--- config.mk ---
export PLATFORM = sky130hd
export DESIGN_NAME = spu_stack_pointer
export DESIGN_NICKNAME = d
export VERILOG_FILES = /design/src/shared/spu_pkg.sv /design/src/shared/spu_ptr_if.sv /design/src/rtl/spu_ptr_update.sv /design/src/rtl/spu_stack_pointer.sv
export SDC_FILE = /design/constraint.sdc
export NUM_CORES = 1
export LEC_CHECK = 0
export BUFFER_PORTS_ARGS = -buffer_cell sky130_fd_sc_hd__buf_4
export CAP_MARGIN = 20
export CORE_ASPECT_RATIO = 1.75
export CORE_MARGIN = 2
export CORE_UTILIZATION = 40
export CTS_CLUSTER_SIZE = 10
export DETAILED_ROUTE_END_ITERATION = 7
export PLACE_DENSITY = 0.7
export SYNTH_ARGS = -nofsm -noshare
export SYNTH_HDL_FRONTEND = slang
export SYNTH_HIERARCHICAL = 1
export SYNTH_SLANG_ARGS = --single-unit
--- constraint.sdc ---
create_clock -name clock -period 2.45 [get_ports clock]
set_clock_uncertainty 0.2 [all_clocks]
set_input_delay 0 -clock clock [delete_from_list [all_inputs] [get_ports clock]]
set_output_delay 0 -clock clock [all_outputs]
set_load 0.01 [all_outputs]
--- src/shared/spu_pkg.sv ---
// spu_pkg: constants and types for the stack pointer unit
// assumes: 8-bit core, i/o space reached by a 6-bit i/o address
package spu_pkg;
  // ---------------------------------------------------------------
  // widths and map
  // ---------------------------------------------------------------
  localparam int          STK_WIDTH      = 16;    // implemented pointer bits
  localparam logic [5:0]  IO_ADDR_STK_LO = 6'h3d; // low byte i/o address
  localparam logic [5:0]  IO_ADDR_STK_HI = 6'h3e; // high byte i/o address
  localparam logic [15:0] STK_RESET      = 16'h0000;
  localparam logic [15:0] SRAM_FLOOR    = 16'h0060;
  localparam logic [15:0] STEP_BYTE     = 16'h0001;
  localparam logic [15:0] STEP_ADDR     = 16'h0002;
  localparam logic [15:0] PTR_RESET     = 16'h0000;

  // stack operation codes
  typedef enum logic [2:0] {
    SPU_OP_NONE  = 3'b000,
    SPU_OP_PUSH  = 3'b001,
    SPU_OP_POP   = 3'b010,
    SPU_OP_CALL  = 3'b011,
    SPU_OP_SRET  = 3'b100,
    SPU_OP_IRET  = 3'b101,
    SPU_OP_IRQ   = 3'b110
  } spu_op_t;

  // indirect pointer addressing modes
  typedef enum logic [1:0] {
    SPU_PM_PLAIN = 2'b00,
    SPU_PM_POSTI = 2'b01,
    SPU_PM_PRED  = 2'b10
  } spu_pmode_t;
endpackage : spu_pkg

--- src/shared/spu_ptr_if.sv ---
// spu_ptr_if: request/answer bundle for the indirect pointer updater
// assumes: one clock; request and answer in the same cycle
`timescale 1ns/10ps
interface spu_ptr_if;
  import spu_pkg::*;
  logic [15:0] ptrIn;    // current pointer value
  spu_pmode_t  mode;     // addressing mode
  logic [15:0] addr;     // address used for the access
  logic [15:0] ptrNext;  // value written back
  modport requester (output ptrIn, output mode, input addr, input ptrNext);
  modport updater   (input ptrIn, input mode, output addr, output ptrNext);
endinterface : spu_ptr_if

--- src/rtl/spu_ptr_update.sv ---
// spu_ptr_update: auto-increment and auto-decrement of an indirect pointer
// assumes: purely combinational, caller registers the result
`timescale 1ns/10ps
module spu_ptr_update
  import spu_pkg::*;
(
  // pointer request
  spu_ptr_if.updater pif
);
  // ---------------------------------------------------------------
  // address and write-back
  // ---------------------------------------------------------------
  // pre-decrement uses the lowered value, post-increment the old one
  always_comb begin
    pif.addr    = pif.ptrIn;
    pif.ptrNext = pif.ptrIn;
    case (pif.mode)
      SPU_PM_POSTI: pif.ptrNext = pif.ptrIn + STEP_BYTE;
      SPU_PM_PRED: begin
        pif.addr    = pif.ptrIn - STEP_BYTE;
        pif.ptrNext = pif.ptrIn - STEP_BYTE;
      end
      default: ;
    endcase
  end
endmodule : spu_ptr_update

--- src/rtl/spu_stack_pointer.sv ---
// spu_stack_pointer: stack pointer registers and stack address generation
// assumes: core drives one stack op per cycle, i/o writes from the same clock
//
// Contract
// - the pointer always holds the address of the next free byte, one below the stack top.
// - the stack grows downward: stores lower the pointer, removals raise it.
// - a push stores one byte and lowers the pointer by exactly one.
// - a call or interrupt entry stores the return address and lowers by two.
// - a pop retrieves one byte and raises the pointer by exactly one.
// - subroutine and interrupt returns retrieve the address and raise by two.
// - the pointer is two byte registers, high and low, in i/o space.
// - only the pointer bits that the data space needs are implemented.
// - with a one-byte data space only the low byte exists, high is absent.
// - indirect pointers support automatic increment and decrement.
// - both pointer bytes are readable and writable through i/o accesses.
`timescale 1ns/10ps
module spu_stack_pointer
  import spu_pkg::*;
#(
  parameter int StkBits = STK_WIDTH  // 8 removes the high byte
)(
  // clock and reset
  input  wire logic        clock,
  input  wire logic        rst_b,
  // stack operation from the core
  input  wire spu_op_t     stackOp,
  // i/o register port
  input  wire logic [5:0]  ioAddr,
  input  wire logic        ioWrEn,
  input  wire logic        ioRdEn,
  input  wire logic [7:0]  ioWrData,
  output logic      [7:0]  ioRdData,
  // indirect pointer port
  input  wire logic        ptrLoad,
  input  wire logic [15:0] ptrLoadVal,
  input  wire logic        ptrAccess,
  input  wire spu_pmode_t  ptrMode,
  output logic      [15:0] ptrAddr,
  output logic      [15:0] ptrValue,
  // stack memory side
  output logic      [15:0] stackAddr,
  output logic             stackWrite,
  output logic             stackRead,
  output logic      [15:0] stackPointer,
  output logic             belowSram
);
  // ---------------------------------------------------------------
  // pointer state
  // ---------------------------------------------------------------
  localparam logic [15:0] StkMask = 16'hffff >> (16 - StkBits);
  localparam bit          HasHigh = (StkBits > 8);

  logic [15:0] stk_q;
  logic [15:0] stk_d;
  logic [15:0] ptr_q;
  logic [15:0] ptrAddr_q;
  logic [15:0] stackAddr_q;
  logic        stackWrite_q;
  logic        stackRead_q;
  logic [7:0]  ioRdData_q;
  logic        isStore;
  logic        isLoad;
  logic [15:0] step;

  spu_ptr_if pif ();

  // ---------------------------------------------------------------
  // next pointer value
  // ---------------------------------------------------------------
  // i/o write loses to a stack op in the same cycle; the core never
  // issues both, so the priority only matters for broken code
  always_comb begin
    isStore = 1'b0;
    isLoad  = 1'b0;
    step    = 16'h0000;
    case (stackOp)
      SPU_OP_PUSH: begin
        isStore = 1'b1;
        step    = STEP_BYTE;
      end
      SPU_OP_CALL, SPU_OP_IRQ: begin
        isStore = 1'b1;
        step    = STEP_ADDR;
      end
      SPU_OP_POP: begin
        isLoad = 1'b1;
        step   = STEP_BYTE;
      end
      SPU_OP_SRET, SPU_OP_IRET: begin
        isLoad = 1'b1;
        step   = STEP_ADDR;
      end
      default: ;
    endcase
    stk_d = stk_q;
    if (isStore) begin
      stk_d = (stk_q - step) & StkMask;
    end else if (isLoad) begin
      stk_d = (stk_q + step) & StkMask;
    end else if (ioWrEn && ioAddr == IO_ADDR_STK_LO) begin
      stk_d = {stk_q[15:8], ioWrData} & StkMask;
    end else if (ioWrEn && ioAddr == IO_ADDR_STK_HI && HasHigh) begin
      stk_d = {ioWrData, stk_q[7:0]} & StkMask;
    end
  end

  // pointer register
  always_ff @(posedge clock or negedge rst_b) begin
    if (!rst_b) begin
      stk_q <= STK_RESET;
    end else begin
      stk_q <= stk_d;
    end
  end

  // ---------------------------------------------------------------
  // stack memory strobes
  // ---------------------------------------------------------------
  // store at the old pointer, load one above it: first byte of a multi-byte pop
  always_ff @(posedge clock or negedge rst_b) begin
    if (!rst_b) begin
      stackAddr_q  <= PTR_RESET;
      stackWrite_q <= 1'b0;
      stackRead_q  <= 1'b0;
    end else begin
      stackWrite_q <= isStore;
      stackRead_q  <= isLoad;
      if (isStore) begin
        stackAddr_q <= stk_q;
      end else if (isLoad) begin
        stackAddr_q <= (stk_q + STEP_BYTE) & StkMask;
      end
    end
  end

  // ---------------------------------------------------------------
  // i/o read data
  // ---------------------------------------------------------------
  // absent high byte reads as zero
  always_ff @(posedge clock or negedge rst_b) begin
    if (!rst_b) begin
      ioRdData_q <= 8'h00;
    end else if (ioRdEn && ioAddr == IO_ADDR_STK_LO) begin
      ioRdData_q <= stk_q[7:0];
    end else if (ioRdEn && ioAddr == IO_ADDR_STK_HI) begin
      ioRdData_q <= HasHigh ? stk_q[15:8] : 8'h00;
    end else begin
      ioRdData_q <= 8'h00;
    end
  end

  // ---------------------------------------------------------------
  // indirect pointer
  // ---------------------------------------------------------------
  assign pif.ptrIn = ptr_q;
  assign pif.mode  = ptrMode;

  spu_ptr_update u_upd (
    .pif (pif.updater)
  );

  always_ff @(posedge clock or negedge rst_b) begin
    if (!rst_b) begin
      ptr_q     <= PTR_RESET;
      ptrAddr_q <= PTR_RESET;
    end else if (ptrLoad) begin
      ptr_q <= ptrLoadVal;
    end else if (ptrAccess) begin
      ptr_q     <= pif.ptrNext;
      ptrAddr_q <= pif.addr;
    end
  end

  // outputs
  assign stackPointer = stk_q;
  assign stackAddr    = stackAddr_q;
  assign stackWrite   = stackWrite_q;
  assign stackRead    = stackRead_q;
  assign ioRdData     = ioRdData_q;
  assign ptrAddr      = ptrAddr_q;
  assign ptrValue     = ptr_q;
  // flag only; software owns keeping the stack above the i/o region
  assign belowSram    = (stk_q < SRAM_FLOOR);

  // ---------------------------------------------------------------
  // checks
  // ---------------------------------------------------------------
  property p_push;
    @(posedge clock) disable iff (!rst_b)
    (stackOp == SPU_OP_PUSH) |=> (stk_q == (($past(stk_q) - 16'h0001) & StkMask));
  endproperty
  a_push: assert property (p_push) else $error("push step wrong");

  property p_call;
    @(posedge clock) disable iff (!rst_b)
    (stackOp == SPU_OP_CALL || stackOp == SPU_OP_IRQ)
      |=> (stk_q == (($past(stk_q) - 16'h0002) & StkMask));
  endproperty
  a_call: assert property (p_call) else $error("call step wrong");

  property p_pop;
    @(posedge clock) disable iff (!rst_b)
    (stackOp == SPU_OP_POP) |=> (stk_q == (($past(stk_q) + 16'h0001) & StkMask));
  endproperty
  a_pop: assert property (p_pop) else $error("pop step wrong");

  property p_ret;
    @(posedge clock) disable iff (!rst_b)
    (stackOp == SPU_OP_SRET || stackOp == SPU_OP_IRET)
      |=> (stk_q == (($past(stk_q) + 16'h0002) & StkMask));
  endproperty
  a_ret: assert property (p_ret) else $error("return step wrong");

  property p_hold;
    @(posedge clock) disable iff (!rst_b)
    (stackOp == SPU_OP_NONE && !ioWrEn) |=> $stable(stk_q);
  endproperty
  a_hold: assert property (p_hold) else $error("pointer moved idle");

  property p_wraddr;
    @(posedge clock) disable iff (!rst_b)
    (stackOp == SPU_OP_PUSH) |=> (stackWrite && stackAddr == $past(stk_q));
  endproperty
  a_wraddr: assert property (p_wraddr) else $error("push address wrong");

  property p_rdaddr;
    @(posedge clock) disable iff (!rst_b)
    (stackOp == SPU_OP_POP) |=> (stackRead && stackAddr == stk_q);
  endproperty
  a_rdaddr: assert property (p_rdaddr) else $error("pop address wrong");

  property p_iowr;
    @(posedge clock) disable iff (!rst_b)
    (stackOp == SPU_OP_NONE && ioWrEn && ioAddr == IO_ADDR_STK_LO)
      |=> (stk_q[7:0] == ($past(ioWrData) & StkMask[7:0]));
  endproperty
  a_iowr: assert property (p_iowr) else $error("low byte write lost");

  property p_iord;
    @(posedge clock) disable iff (!rst_b)
    (ioRdEn && ioAddr == IO_ADDR_STK_LO) |=> (ioRdData == $past(stk_q[7:0]));
  endproperty
  a_iord: assert property (p_iord) else $error("low byte read wrong");

  property p_mask;
    @(posedge clock) disable iff (!rst_b)
    (stk_q & ~StkMask) == 16'h0000;
  endproperty
  a_mask: assert property (p_mask) else $error("unused bits set");

  c_push: cover property (@(posedge clock) disable iff (!rst_b)
    stackOp == SPU_OP_PUSH ##1 stackOp == SPU_OP_POP);
  c_call: cover property (@(posedge clock) disable iff (!rst_b)
    stackOp == SPU_OP_CALL ##[1:4] stackOp == SPU_OP_SRET);
  c_irq: cover property (@(posedge clock) disable iff (!rst_b)
    stackOp == SPU_OP_IRQ ##[1:4] stackOp == SPU_OP_IRET);
endmodule : spu_stack_pointer

==> summary.txt, run 1 <==
Die ar.: 0.0147 mm^2
Clock Path Buffers: 2
synth unique cells: 72
cts bufs inserted: 9
DRT antenna net count: 0
CP Class: flop to flop
Worst Path Required: 2.46 ns
synthesized instance count: 644
final core utilization: 0.572
crit path DAT: 2.39 ns
Seq/Total Area, Yosys: 0.337
CP startpoint: ptrValue[0]
Max-Cap Viols: 0
HPWL Detailed: 14.0 mm
leakage power: 3.30 nW
Avg Inst Size Synth: 8.54 um^2
FF+latch area: 0.00185 mm^2
Detailed Routing Iterations Pass 1: 5
Tcrit/Tclk final: 0.973
Final Hold Fails: 0
PwrDens: 752 mW/mm^2
Clock Sinks: 74
final setup violating endpoints: 0
via count: 5,761
PortBufs: 115
slew margin rel.: 0.524
sequential share of power: 0.305
Slew @ Worst Pin: 0.714 ns
clock power share: 0.286
per-cell routed wire length: 18.9 um
FF+latch count, synth: 74
area delta synth->final: 40.0%
Switch Pwr: 0.00208 W
achievable frequency: 419 MHz
most frequent cells in the layout: 171 x buf_4, 72 x dfrtp_1, 67 x nand2_1
reg2reg start: ptrValue[0]
Site Rows: 56
Routed WL: 18.8 mm
gr usage total: 0.252
Post-DP Area: 0.00677 mm^2
Syn. warnings: 6
CP Capture Type: flop
Die Y: 159 um
clk_lat worst skew: 0.34 ns
drc violations: 0
DR vias/cell: 5.78
fin nets: 870
Iter 0 DRT Violations: 348
commonest non-fill, non-tap cell in the layout: buf_4
Hold WC Path Type: input port to flop
layout cells sized above 1: 0.290
Startpoint Class: flop
Placer Congestion: 0.941
vias in the first global route: 5,785
Max Slew Vio Count: 0
Int Power: 0.00371 W
crit-path max FO: 4
initial antenna violation count: 0
synthesized area: 0.00550 mm^2
fin area: 0.00770 mm^2
post-route setup slack: 0.0654 ns
Clock Pin Slew Worst Setup and Hold Paths: 0.06 ns
minimum clock period: 2.38 ns
CTS root buffer: clkbuf_16
H-tree levels: 3
n_diodes: 0
Syn Nets: 697
fillers: 1,226
Die Wd: 92.6 um
pre-CTS worst setup slack: 0.0167 ns
first-pass GRT wire length: 29.5 mm
Core ar.: 0.0135 mm^2
largest net degree at the start of global routing: 53
switching part of the total: 0.360
Combinational Power Share: 0.409
Initial Util: 0.409
GRT Residual Overflow: 0
area occupied by multi-input gates: 0.00335 mm^2
hold_sp: stackOp[2]
status: finished clean
# IOs: 116
asr flop ratio synth: 1.00
number of synthesized flops with an enable pin: 0
CTS tree: yes
worst vdd ir: 546 uV
Main synth FF type: dfrtp_1
synth_stat cells (4+ instances only):
| master | instances | share of area |
|---|---|---|
| o221ai_1 | 5 | 0.0080 |
| a221oi_1 | 5 | 0.0080 |
| nand3b_1 | 5 | 0.0068 |
| o21ai_0 | 49 | 0.045 |
| xor2_1 | 11 | 0.018 |
| clkbuf_1 | 35 | 0.024 |
| nand4_1 | 13 | 0.015 |
| a21o_1 | 4 | 0.0055 |
| a22o_1 | 9 | 0.014 |
| o211ai_1 | 5 | 0.0068 |
| nand3_1 | 13 | 0.012 |
| and4_1 | 6 | 0.0096 |
| nand2b_1 | 6 | 0.0068 |
| a21oi_1 | 33 | 0.030 |
| xnor2_1 | 29 | 0.046 |
| nor2_1 | 45 | 0.031 |
| buf_2 | 17 | 0.015 |
| nor4_1 | 5 | 0.0057 |
| ha_1 | 10 | 0.023 |
| nand2_1 | 67 | 0.046 |
| o22ai_1 | 4 | 0.0045 |
| a31oi_1 | 5 | 0.0057 |
| mux2_2 | 18 | 0.037 |
| nor3_1 | 31 | 0.028 |
| buf_1 | 6 | 0.0041 |
| dfrtp_1 | 74 | 0.34 |
| and2_1 | 5 | 0.0057 |
| mux2i_1 | 31 | 0.056 |
| or3_1 | 7 | 0.0080 |
| inv_1 | 21 | 0.014 |
cell families (layout without fill, tap and decap cells):
family          after synthesis  count (layout)  synth area share
compound gates              153             153             0.181
xor+xnor                     40              40            0.0637
fa+ha+maj                    12              12            0.0300
buf+inv                      84             262            0.0655
flops                        74              74             0.337
mux                          49              49            0.0933
simple gates                232             232             0.230
final timing paths:
kind	endpoint	slack (ns)	cells past startpoint
min	stackPointer[0]	0.004	4
max in group asynchronous	ptrValue[1]	1.39	3
min in group asynchronous	ptrAddr[3]	0.05	2
min reg2reg	stackAddr[10]	0.29	2
max reg2reg	ptrValue[12]	0.07	9
max	ptrValue[12]	0.07	9
power groups by stage:
| stage | logic [W] | clock network (W) | registers, W |
|---|---|---|---|
| CTS | 0.00233 | 0.00167 | 0.00176 |
| global placement | 0.00220 | 0 | 0.00177 |
| detailed placement | 0.00225 | 0 | 0.00178 |
| floorplan | 0.00118 | 0 | 0.00179 |
| finish | 0.00237 | 0.00166 | 0.00176 |
| global route | 0.00255 | 0.00173 | 0.00180 |
sequential cells by signal, indices dropped and copies added (netlist names):
register,flops
stackAddr,16
stackPointer,16
ptrValue,16
stackWrite,1
ptrAddr,16
stackRead,1
ioRdData,8
stage by stage:
step	TNS [ns]	hold WS [ns]	power [W]	std cells
global route	-0.000518	0.0597	0.00608	996
global placement	0	-0.102	0.00397	928
detailed placement	0	-0.0928	0.00403	928
CTS	0	0.0273	0.00577	995
floorplan	-0.0717	-0.496	0.00297	644
finish	0	0.00403	0.00579	996
critical path: stages (launching register included):
cell	delay (ns)
dfrtp_1	0.44
inv_2	0.12
ha_1	0.18
nor4b_4	0.32
nor4b_4	0.31
nand2_1	0.14
mux2i_1	0.19
o221ai_1	0.13
mux2i_1	0.14
o21ai_0	0.09
area by class of cell:
| cell class | count | share of cell area |
|---|---|---|
| Multi-Input combinational cell | 486 | 0.435 |
| Sequential cell | 74 | 0.241 |
| Timing Repair Buffer | 225 | 0.239 |
| Clock buffer | 10 | 0.0297 |
| Tap cell | 174 | 0.0283 |
| Clock inverter | 6 | 0.0179 |
| Inverter | 21 | 0.0102 |
metal layers:
| layer | wire length (um) | vias up | track usage |
|---|---|---|---|
| li1 | - | 2661 | - |
| met1 | 6460 | 2729 | 0.260 |
| met2 | 10100 | 290 | 0.471 |
| met3 | 1050 | 81 | 0.0298 |
| met4 | 1160 | 0 | 0.155 |
| met5 | 0 | - | 0 |
what timing repair did:
| item | in CTS | in global routing |
|---|---|---|
| gates resized for setup | 1 | 12 |
| setup buffers | 0 | 1 |
| cloned | 0 | 0 |
| setup endpoints to repair | 1 | 10 |
| pin swaps | 0 | 1 |
| hold buffers | 51 | 0 |
| endpoints found under the hold margin | 89 | 0 |
Power figures use the tool's default switching activity.
==> inputs of run 2 (changes only) <==
--- a/config.mk
+++ b/config.mk
@@ -9,10 +9,10 @@
 export CAP_MARGIN = 20
 export CORE_ASPECT_RATIO = 1.75
 export CORE_MARGIN = 2
-export CORE_UTILIZATION = 40
+export CORE_UTILIZATION = 30
 export CTS_CLUSTER_SIZE = 10
 export DETAILED_ROUTE_END_ITERATION = 7
-export PLACE_DENSITY = 0.7
+export PLACE_DENSITY = 0.57
 export SYNTH_ARGS = -nofsm -noshare
 export SYNTH_HDL_FRONTEND = slang
 export SYNTH_HIERARCHICAL = 1
==> run 2 against run 1 <==
Sequential share of layout area down 0.44 points. Register-to-register slack about the same. Largest power group unchanged. First-iteration DRC count decreased by 37%. Highest routed layer unchanged. Final area grew 1.8%. Final cell count up 7.2%. Global-route usage is 5.6 points lower. Critical path depth shrank 3. Via count decreased by 3.4%. Maximum frequency fell by 0.25%. Total power down 2.6%. Combinational power grew 3%.
==> summary.txt, run 2 (synthesis results as in run 1) <==
status: finished clean (unchanged)
area delta synth->final: 42.5% (was 40.0%)
Worst Path Required: 2.48 ns (was 2.46 ns)
Max-Cap Viols: 0 (unchanged)
vias in the first global route: 5,627 (was 5,785)
gr usage total: 0.196 (was 0.252)
Initial Util: 0.306 (was 0.409)
slew margin rel.: 0.528 (was 0.524)
Crit path buffers/inverters: 1 (unchanged)
fin area: 0.00784 mm^2 (was 0.00770 mm^2)
Post-DP Area: 0.00694 mm^2 (was 0.00677 mm^2)
Final Hold Fails: 0 (unchanged)
minimum clock period: 2.39 ns (was 2.38 ns)
switching part of the total: 0.364 (was 0.360)
most frequent cells in the layout: 185 x buf_4, 73 x dfrtp_1, 67 x nand2_1 (was 171 x buf_4, 72 x dfrtp_1, 67 x nand2_1)
Startpoint Class: flop (unchanged)
DRT antenna net count: 0 (unchanged)
Clock Sinks: 74 (unchanged)
H-tree levels: 3 (unchanged)
Die Y: 183 um (was 159 um)
RSZ-0062 raised after global routing: true
CTS root buffer: clkbuf_16 (unchanged)
GRT Residual Overflow: 0 (unchanged)
crit path DAT: 2.42 ns (was 2.39 ns)
PwrDens: 719 mW/mm^2 (was 752 mW/mm^2)
layout cells sized above 1: 0.302 (was 0.290)
Die Wd: 106 um (was 92.6 um)
routing usage on met2: 0.390 (was 0.471)
achievable frequency: 418 MHz (was 419 MHz)
sequential share of power: 0.305 (about the same)
Hold WC Path Type: input port to asynchronous set/reset pin (was input port to flop)
commonest non-fill, non-tap cell in the layout: buf_4 (unchanged)
largest net degree at the start of global routing: 42 (was 53)
Max Slew Vio Count: 0 (unchanged)
Routed WL: 19.0 mm (was 18.8 mm)
Inst Count DP: 999 (was 928)
Slew @ Worst Pin: 0.706 ns (was 0.714 ns)
clock power share: 0.263 (was 0.286)
busiest grt layer: met2 (unchanged)
CP Capture Type: flop (unchanged)
clk_lat worst skew: 0.34 ns (about the same)
Detailed Routing Iterations Pass 1: 7 (was 5)
cts bufs inserted: 9 (unchanged)
DR vias/cell: 5.21 (was 5.78)
Iter 0 DRT Violations: 220 (was 348)
Die ar.: 0.0195 mm^2 (was 0.0147 mm^2)
Int Power: 0.00359 W (was 0.00371 W)
fillers: 1,795 (was 1,226)
Placer Congestion: 0.907 (was 0.941)
leakage power: 3.35 nW (was 3.30 nW)
first-pass GRT wire length: 29.9 mm (was 29.5 mm)
final setup violating endpoints: 0 (unchanged)
Switch Pwr: 0.00205 W (was 0.00208 W)
PortBufs: 115 (unchanged)
worst vdd ir: 333 uV (was 546 uV)
n_diodes: 0 (unchanged)
fin nets: 882 (was 870)
# IOs: 116 (unchanged)
CTS tree: yes (unchanged)
final instance count without filler cells: 1,068 (was 996)
met1 usage: 0.197 (was 0.260)
critical-path cell list: ha_1 > inv_1 > fa_1 > nand4b_1 > or4_1 > o211a_1 (was inv_2 > ha_1 > nor4b_4 > nor4b_4 > nand2_1 > mux2i_1 > o221ai_1 > mux2i_1 > o21ai_0)
Clock Pin Slew Worst Setup and Hold Paths: 0.07 ns (was 0.06 ns)
initial antenna violation count: 0 (unchanged)
via count: 5,566 (was 5,761)
crit-path max FO: 4 (unchanged)
Tcrit/Tclk final: 0.976 (was 0.973)
Core ar.: 0.0180 mm^2 (was 0.0135 mm^2)
slowest cell on the critical path: or4_1 (was dfrtp_1)
Combinational Power Share: 0.433 (was 0.409)
drc violations: 0 (unchanged)
Clock Path Buffers: 2 (unchanged)
Largest stage delay, worst path: 0.54 ns (was 0.44 ns)
per-cell routed wire length: 17.8 um (was 18.9 um)
kind of cell adding the most delay to the critical path: simple AND/OR/NAND/NOR gates (unchanged)
grt met3 use: 0.0330 (was 0.0298)
CP Class: flop to flop (unchanged)
Site Rows: 65 (was 56)
HPWL Detailed: 14.3 mm (was 14.0 mm)
-- run 2: power groups by stage --
stage          Clock, W  Combinational (W)  Sequential (W)
6_report        0.00148            0.00244         0.00172
5_1_grt         0.00158            0.00267         0.00176
4_1_cts         0.00153            0.00241         0.00172
2_1_floorplan         0            0.00118         0.00179
3_3_place_gp          0            0.00232         0.00173
3_5_place_dp          0            0.00233         0.00174
-- run 2: worst paths after layout --
kind	start	endpoint	slack, ns	depth (start not counted)
max	stackPointer[0]	stackPointer[14]	0.06	6
max reg2reg	stackPointer[0]	stackPointer[14]	0.06	6
min	rst_b	ptrValue[1]	0.008	2
max in group asynchronous	rst_b	ptrAddr[7]	1.32	3
min in group clock	stackOp[0]	stackPointer[1]	0.03	4
min reg2reg	stackAddr[13]	stackAddr[13]	0.28	2
-- run 2: area by class of cell --
cell class | count | area, um^2 | area share
clock buffers | 10 | 239 | 0.0305
clock inverters | 6 | 90.1 | 0.0115
repair buffers | 237 | 1930 | 0.246
well taps | 234 | 293 | 0.0374
flip-flops and latches | 74 | 1850 | 0.236
multi-input cells | 486 | 3360 | 0.428
inverters | 21 | 78.8 | 0.0101
-- run 2: through the flow --
step / util / TNS (ns) / power (W) / hold WS (ns) / setup slack [ns]
floorplan: - / -0.0717 / 0.00297 / -0.496 / -0.0400
global placement: 0.386 / 0 / 0.00406 / -0.150 / 0.0222
detailed placement: 0.386 / -0.0143 / 0.00406 / -0.149 / -0.0143
CTS: 0.432 / 0 / 0.00566 / 0.0174 / 0.0154
global route: 0.436 / -0.0114 / 0.00601 / 0.0415 / -0.00601
finish: 0.436 / 0 / 0.00564 / 0.00829 / 0.0593
-- run 2: repair_timing --
item | 4_1_cts | 5_1_grt
buffers inserted | 0 | 3
endpoints found under the hold margin | 79 | 0
endpoints found under the setup margin | 3 | 10
gates resized for setup | 1 | 12
pin swaps | 0 | 4
hold buffers | 50 | 0
-- run 2: per-layer routing --
metal	routed length [um]	vias to the layer above
met5	0	-
met3	726	32
met1	6910	2682
met2	10700	166
li1	-	2686
met4	592	0
==> inputs of run 3 (changes only) <==
--- a/config.mk
+++ b/config.mk
@@ -13,6 +13,7 @@
 export CTS_CLUSTER_SIZE = 10
 export DETAILED_ROUTE_END_ITERATION = 7
 export PLACE_DENSITY = 0.57
+export SETUP_SLACK_MARGIN = 0.02
 export SYNTH_ARGS = -nofsm -noshare
 export SYNTH_HDL_FRONTEND = slang
 export SYNTH_HIERARCHICAL = 1
==> constraint.sdc (replaced) <==
create_clock -name clock -period 2 [get_ports clock]
set_clock_uncertainty 0.2 [all_clocks]
set_input_delay 0 -clock clock [delete_from_list [all_inputs] [get_ports clock]]
set_output_delay 0 -clock clock [all_outputs]
set_load 0.01 [all_outputs]
==> run 3 against run 2 <==
The flow now finishes with violations (negative setup slack). Sequential share of layout area down 2.8 points. Register-to-register slack worse by 0.42 ns. Maximum frequency up 1.4%. Final cell count up 7.1%. Die area unchanged. Non-clock buffer count up 76. First-iteration DRC count up 39%. Final area up 14%. Utilization up 6.1 points. Sequential power up 23%. Largest cell class unchanged.
==> summary.txt, run 3 (synthesis results as in run 1) <==
final setup violating endpoints: 29 (was 0)
Die ar.: 0.0195 mm^2 (unchanged)
Max Slew Vio Count: 0 (unchanged)
Final Hold Fails: 0 (unchanged)
Clock Path Buffers: 2 (unchanged)
PortBufs: 115 (unchanged)
via count: 6,000 (was 5,566)
WHS Path Cells: 4
Core ar.: 0.0180 mm^2 (unchanged)
Most Frequent Cell on Critical Path: inv_2
RR Endpoint: stackPointer[12] (was stackPointer[14])
n_diodes: 0 (unchanged)
leakage power: 3.90 nW (was 3.35 nW)
CTS tree: yes (unchanged)
Max-Cap Viols: 0 (unchanged)
hold_sp: stackOp[2]
drc violations: 0 (unchanged)
DR vias/cell: 5.24 (was 5.21)
H-tree levels: 3 (unchanged)
DRT antenna net count: 0 (unchanged)
Hold WC Path Type: input port to flop (was input port to asynchronous set/reset pin)
clk_lat worst skew: 0.35 ns (was 0.34 ns)
Iter 0 DRT Violations: 306 (was 220)
cts bufs inserted: 9 (unchanged)
worst vdd ir: 374 uV (was 333 uV)
CP startpoint: stackPointer[0] (unchanged)
violated checks: negative setup slack
Startpoint Class: flop (unchanged)
Routed WL: 20.7 mm (was 19.0 mm)
Tcrit/Tclk final: 1.18 (was 0.976)
Placer Congestion: 0.924 (was 0.907)
PwrDens: 851 mW/mm^2 (was 719 mW/mm^2)
Worst R2R Path Depth: 9 (was 6)
slew margin rel.: 0.626 (was 0.528)
per-cell routed wire length: 18.1 um (was 17.8 um)
Detailed Routing Iterations Pass 1: 4 (was 7)
fillers: 1,676 (was 1,795)
slowest cell on the critical path: dfrtp_2 (was or4_1)
Worst Path Required: 2.06 ns (was 2.48 ns)
FF+latch area: 0.00186 mm^2 (was 0.00185 mm^2)
area occupied by multi-input gates: 0.00380 mm^2 (was 0.00336 mm^2)
gr usage total: 0.210 (was 0.196)
CP Capture Type: flop (unchanged)
critical-path cell list: inv_2 > ha_4 > inv_2 > fa_2 > or3_4 > nor3_4 > nand2_1 > xor2_1 > a221oi_2 (was ha_1 > inv_1 > fa_1 > nand4b_1 > or4_1 > o211a_1)
Clock Pin Slew Worst Setup and Hold Paths: 0.06 ns (was 0.07 ns)
CP Class: flop to flop (unchanged)
status: complete, but fails checks (was finished clean)
Largest stage delay, worst path: 0.42 ns (was 0.54 ns)
Die Y: 183 um (unchanged)
layout cells sized above 1: 0.437 (was 0.302)
fin nets: 958 (was 882)
vias in the first global route: 6,058 (was 5,627)
GRT Residual Overflow: 0 (unchanged)
largest net degree at the start of global routing: 52 (was 42)
reg2reg start: stackPointer[0] (unchanged)
initial antenna violation count: 0 (unchanged)
crit path DAT: 2.41 ns (was 2.42 ns)
HPWL Detailed: 15.4 mm (was 14.3 mm)
RSZ-0062 raised after global routing: true (unchanged)
final core utilization: 0.497 (was 0.436)
most frequent cells in the layout: 244 x buf_4, 65 x dfrtp_1, 60 x nand2_1 (was 185 x buf_4, 73 x dfrtp_1, 67 x nand2_1)
Hold Slack: 0.0162 ns (was 0.00829 ns)
first-pass GRT wire length: 31.6 mm (was 29.9 mm)
Initial Util: 0.306 (unchanged)
# IOs: 116 (unchanged)
Die Wd: 106 um (unchanged)
Site Rows: 65 (unchanged)
Slew @ Worst Pin: 0.559 ns (was 0.706 ns)
minimum clock period: 2.36 ns (was 2.39 ns)
area delta synth->final: 62.5% (was 42.5%)
Clock Sinks: 74 (unchanged)
CTS root buffer: clkbuf_16 (unchanged)
flop-to-flop setup slack: -0.36 ns (was 0.06 ns)
crit-path max FO: 4 (unchanged)
Hold EP: stackPointer[1]
post-route setup slack: -0.357 ns (was 0.0593 ns)
commonest non-fill, non-tap cell in the layout: buf_4 (unchanged)
achievable frequency: 424 MHz (was 418 MHz)
[run 3: cell count changes in the layout (fill, tap and decap cells not counted), sizes merged]
| cell | delta |
|---|---|
| clkinvlp | +1 |
| clkinv | -2 |
| inv | +1 |
| buf | +77 |
| dlygate4sd3 | -1 |
[run 3: how the worst max path moves through the flow]
stage                                   to  slack, ns  cells after the start
after floorplan            stackPointer[8]      -0.49                     13
after global placement     stackPointer[8]      -0.44                      9
after detailed placement   stackPointer[6]      -0.47                      9
after CTS                  stackPointer[8]      -0.36                      9
after global routing       stackPointer[8]      -0.46                      9
final                     stackPointer[12]      -0.36                      9
[run 3: final cells by class]
cell class,count,area share
Multi-Input combinational cell,486,0.425
Timing Repair Buffer,313,0.288
Sequential cell,74,0.208
Tap cell,234,0.0328
Clock buffer,10,0.0267
Clock inverter,6,0.00994
Inverter,21,0.00910
[run 3: stage by stage]
step | power [W] | setup WS (ns) | setup TNS [ns] | cells | instance area (um^2)
after floorplan | 0.00370 | -0.490 | -4.10 | 644 | 5670
after global placement | 0.00524 | -0.444 | -6.28 | 1053 | 7410
after detailed placement | 0.00525 | -0.468 | -7.16 | 1053 | 7410
after CTS | 0.00746 | -0.357 | -3.81 | 1133 | 8610
after global routing | 0.00803 | -0.456 | -6.92 | 1144 | 8940
final | 0.00761 | -0.357 | -4.70 | 1144 | 8940
[run 3: timing repair]
| action | CTS | global route |
|---|---|---|
| setup buffers | 15 | 12 |
| hold buffers | 50 | 0 |
| setup endpoints to repair | 36 | 41 |
| hold endpoints to repair | 114 | 0 |
| pin swaps | 17 | 25 |
| resized for setup | 71 | 58 |
[run 3: power by group]
part           switching, W  total [W]  leakage [nW]  internal, W
clock network      0.000691    0.00182         0.155      0.00113
logic               0.00182    0.00368          2.87      0.00186
registers          0.000294    0.00211         0.877      0.00181
[run 3: worst max-delay path: cells and delay by family, from the launching register on]
family	cells	cell delay [ns]
AO/OA/AOI/OAI	1	0.22
XOR/XNOR	1	0.15
adder cells (fa/ha/maj)	2	0.47
buffers and inverters	2	0.12
flip-flops	1	0.42
AND/OR/NAND/NOR	3	0.69
[run 3: routing by layer]
layer,wire (um),track usage,vias to the layer above,part of all wire
li1,-,-,2838,-
met2,11400,0.402,201,0.55
met4,1220,0.126,0,0.059
met5,0,0,-,0
met3,999,0.0348,70,0.048
met1,7100,0.206,2891,0.34
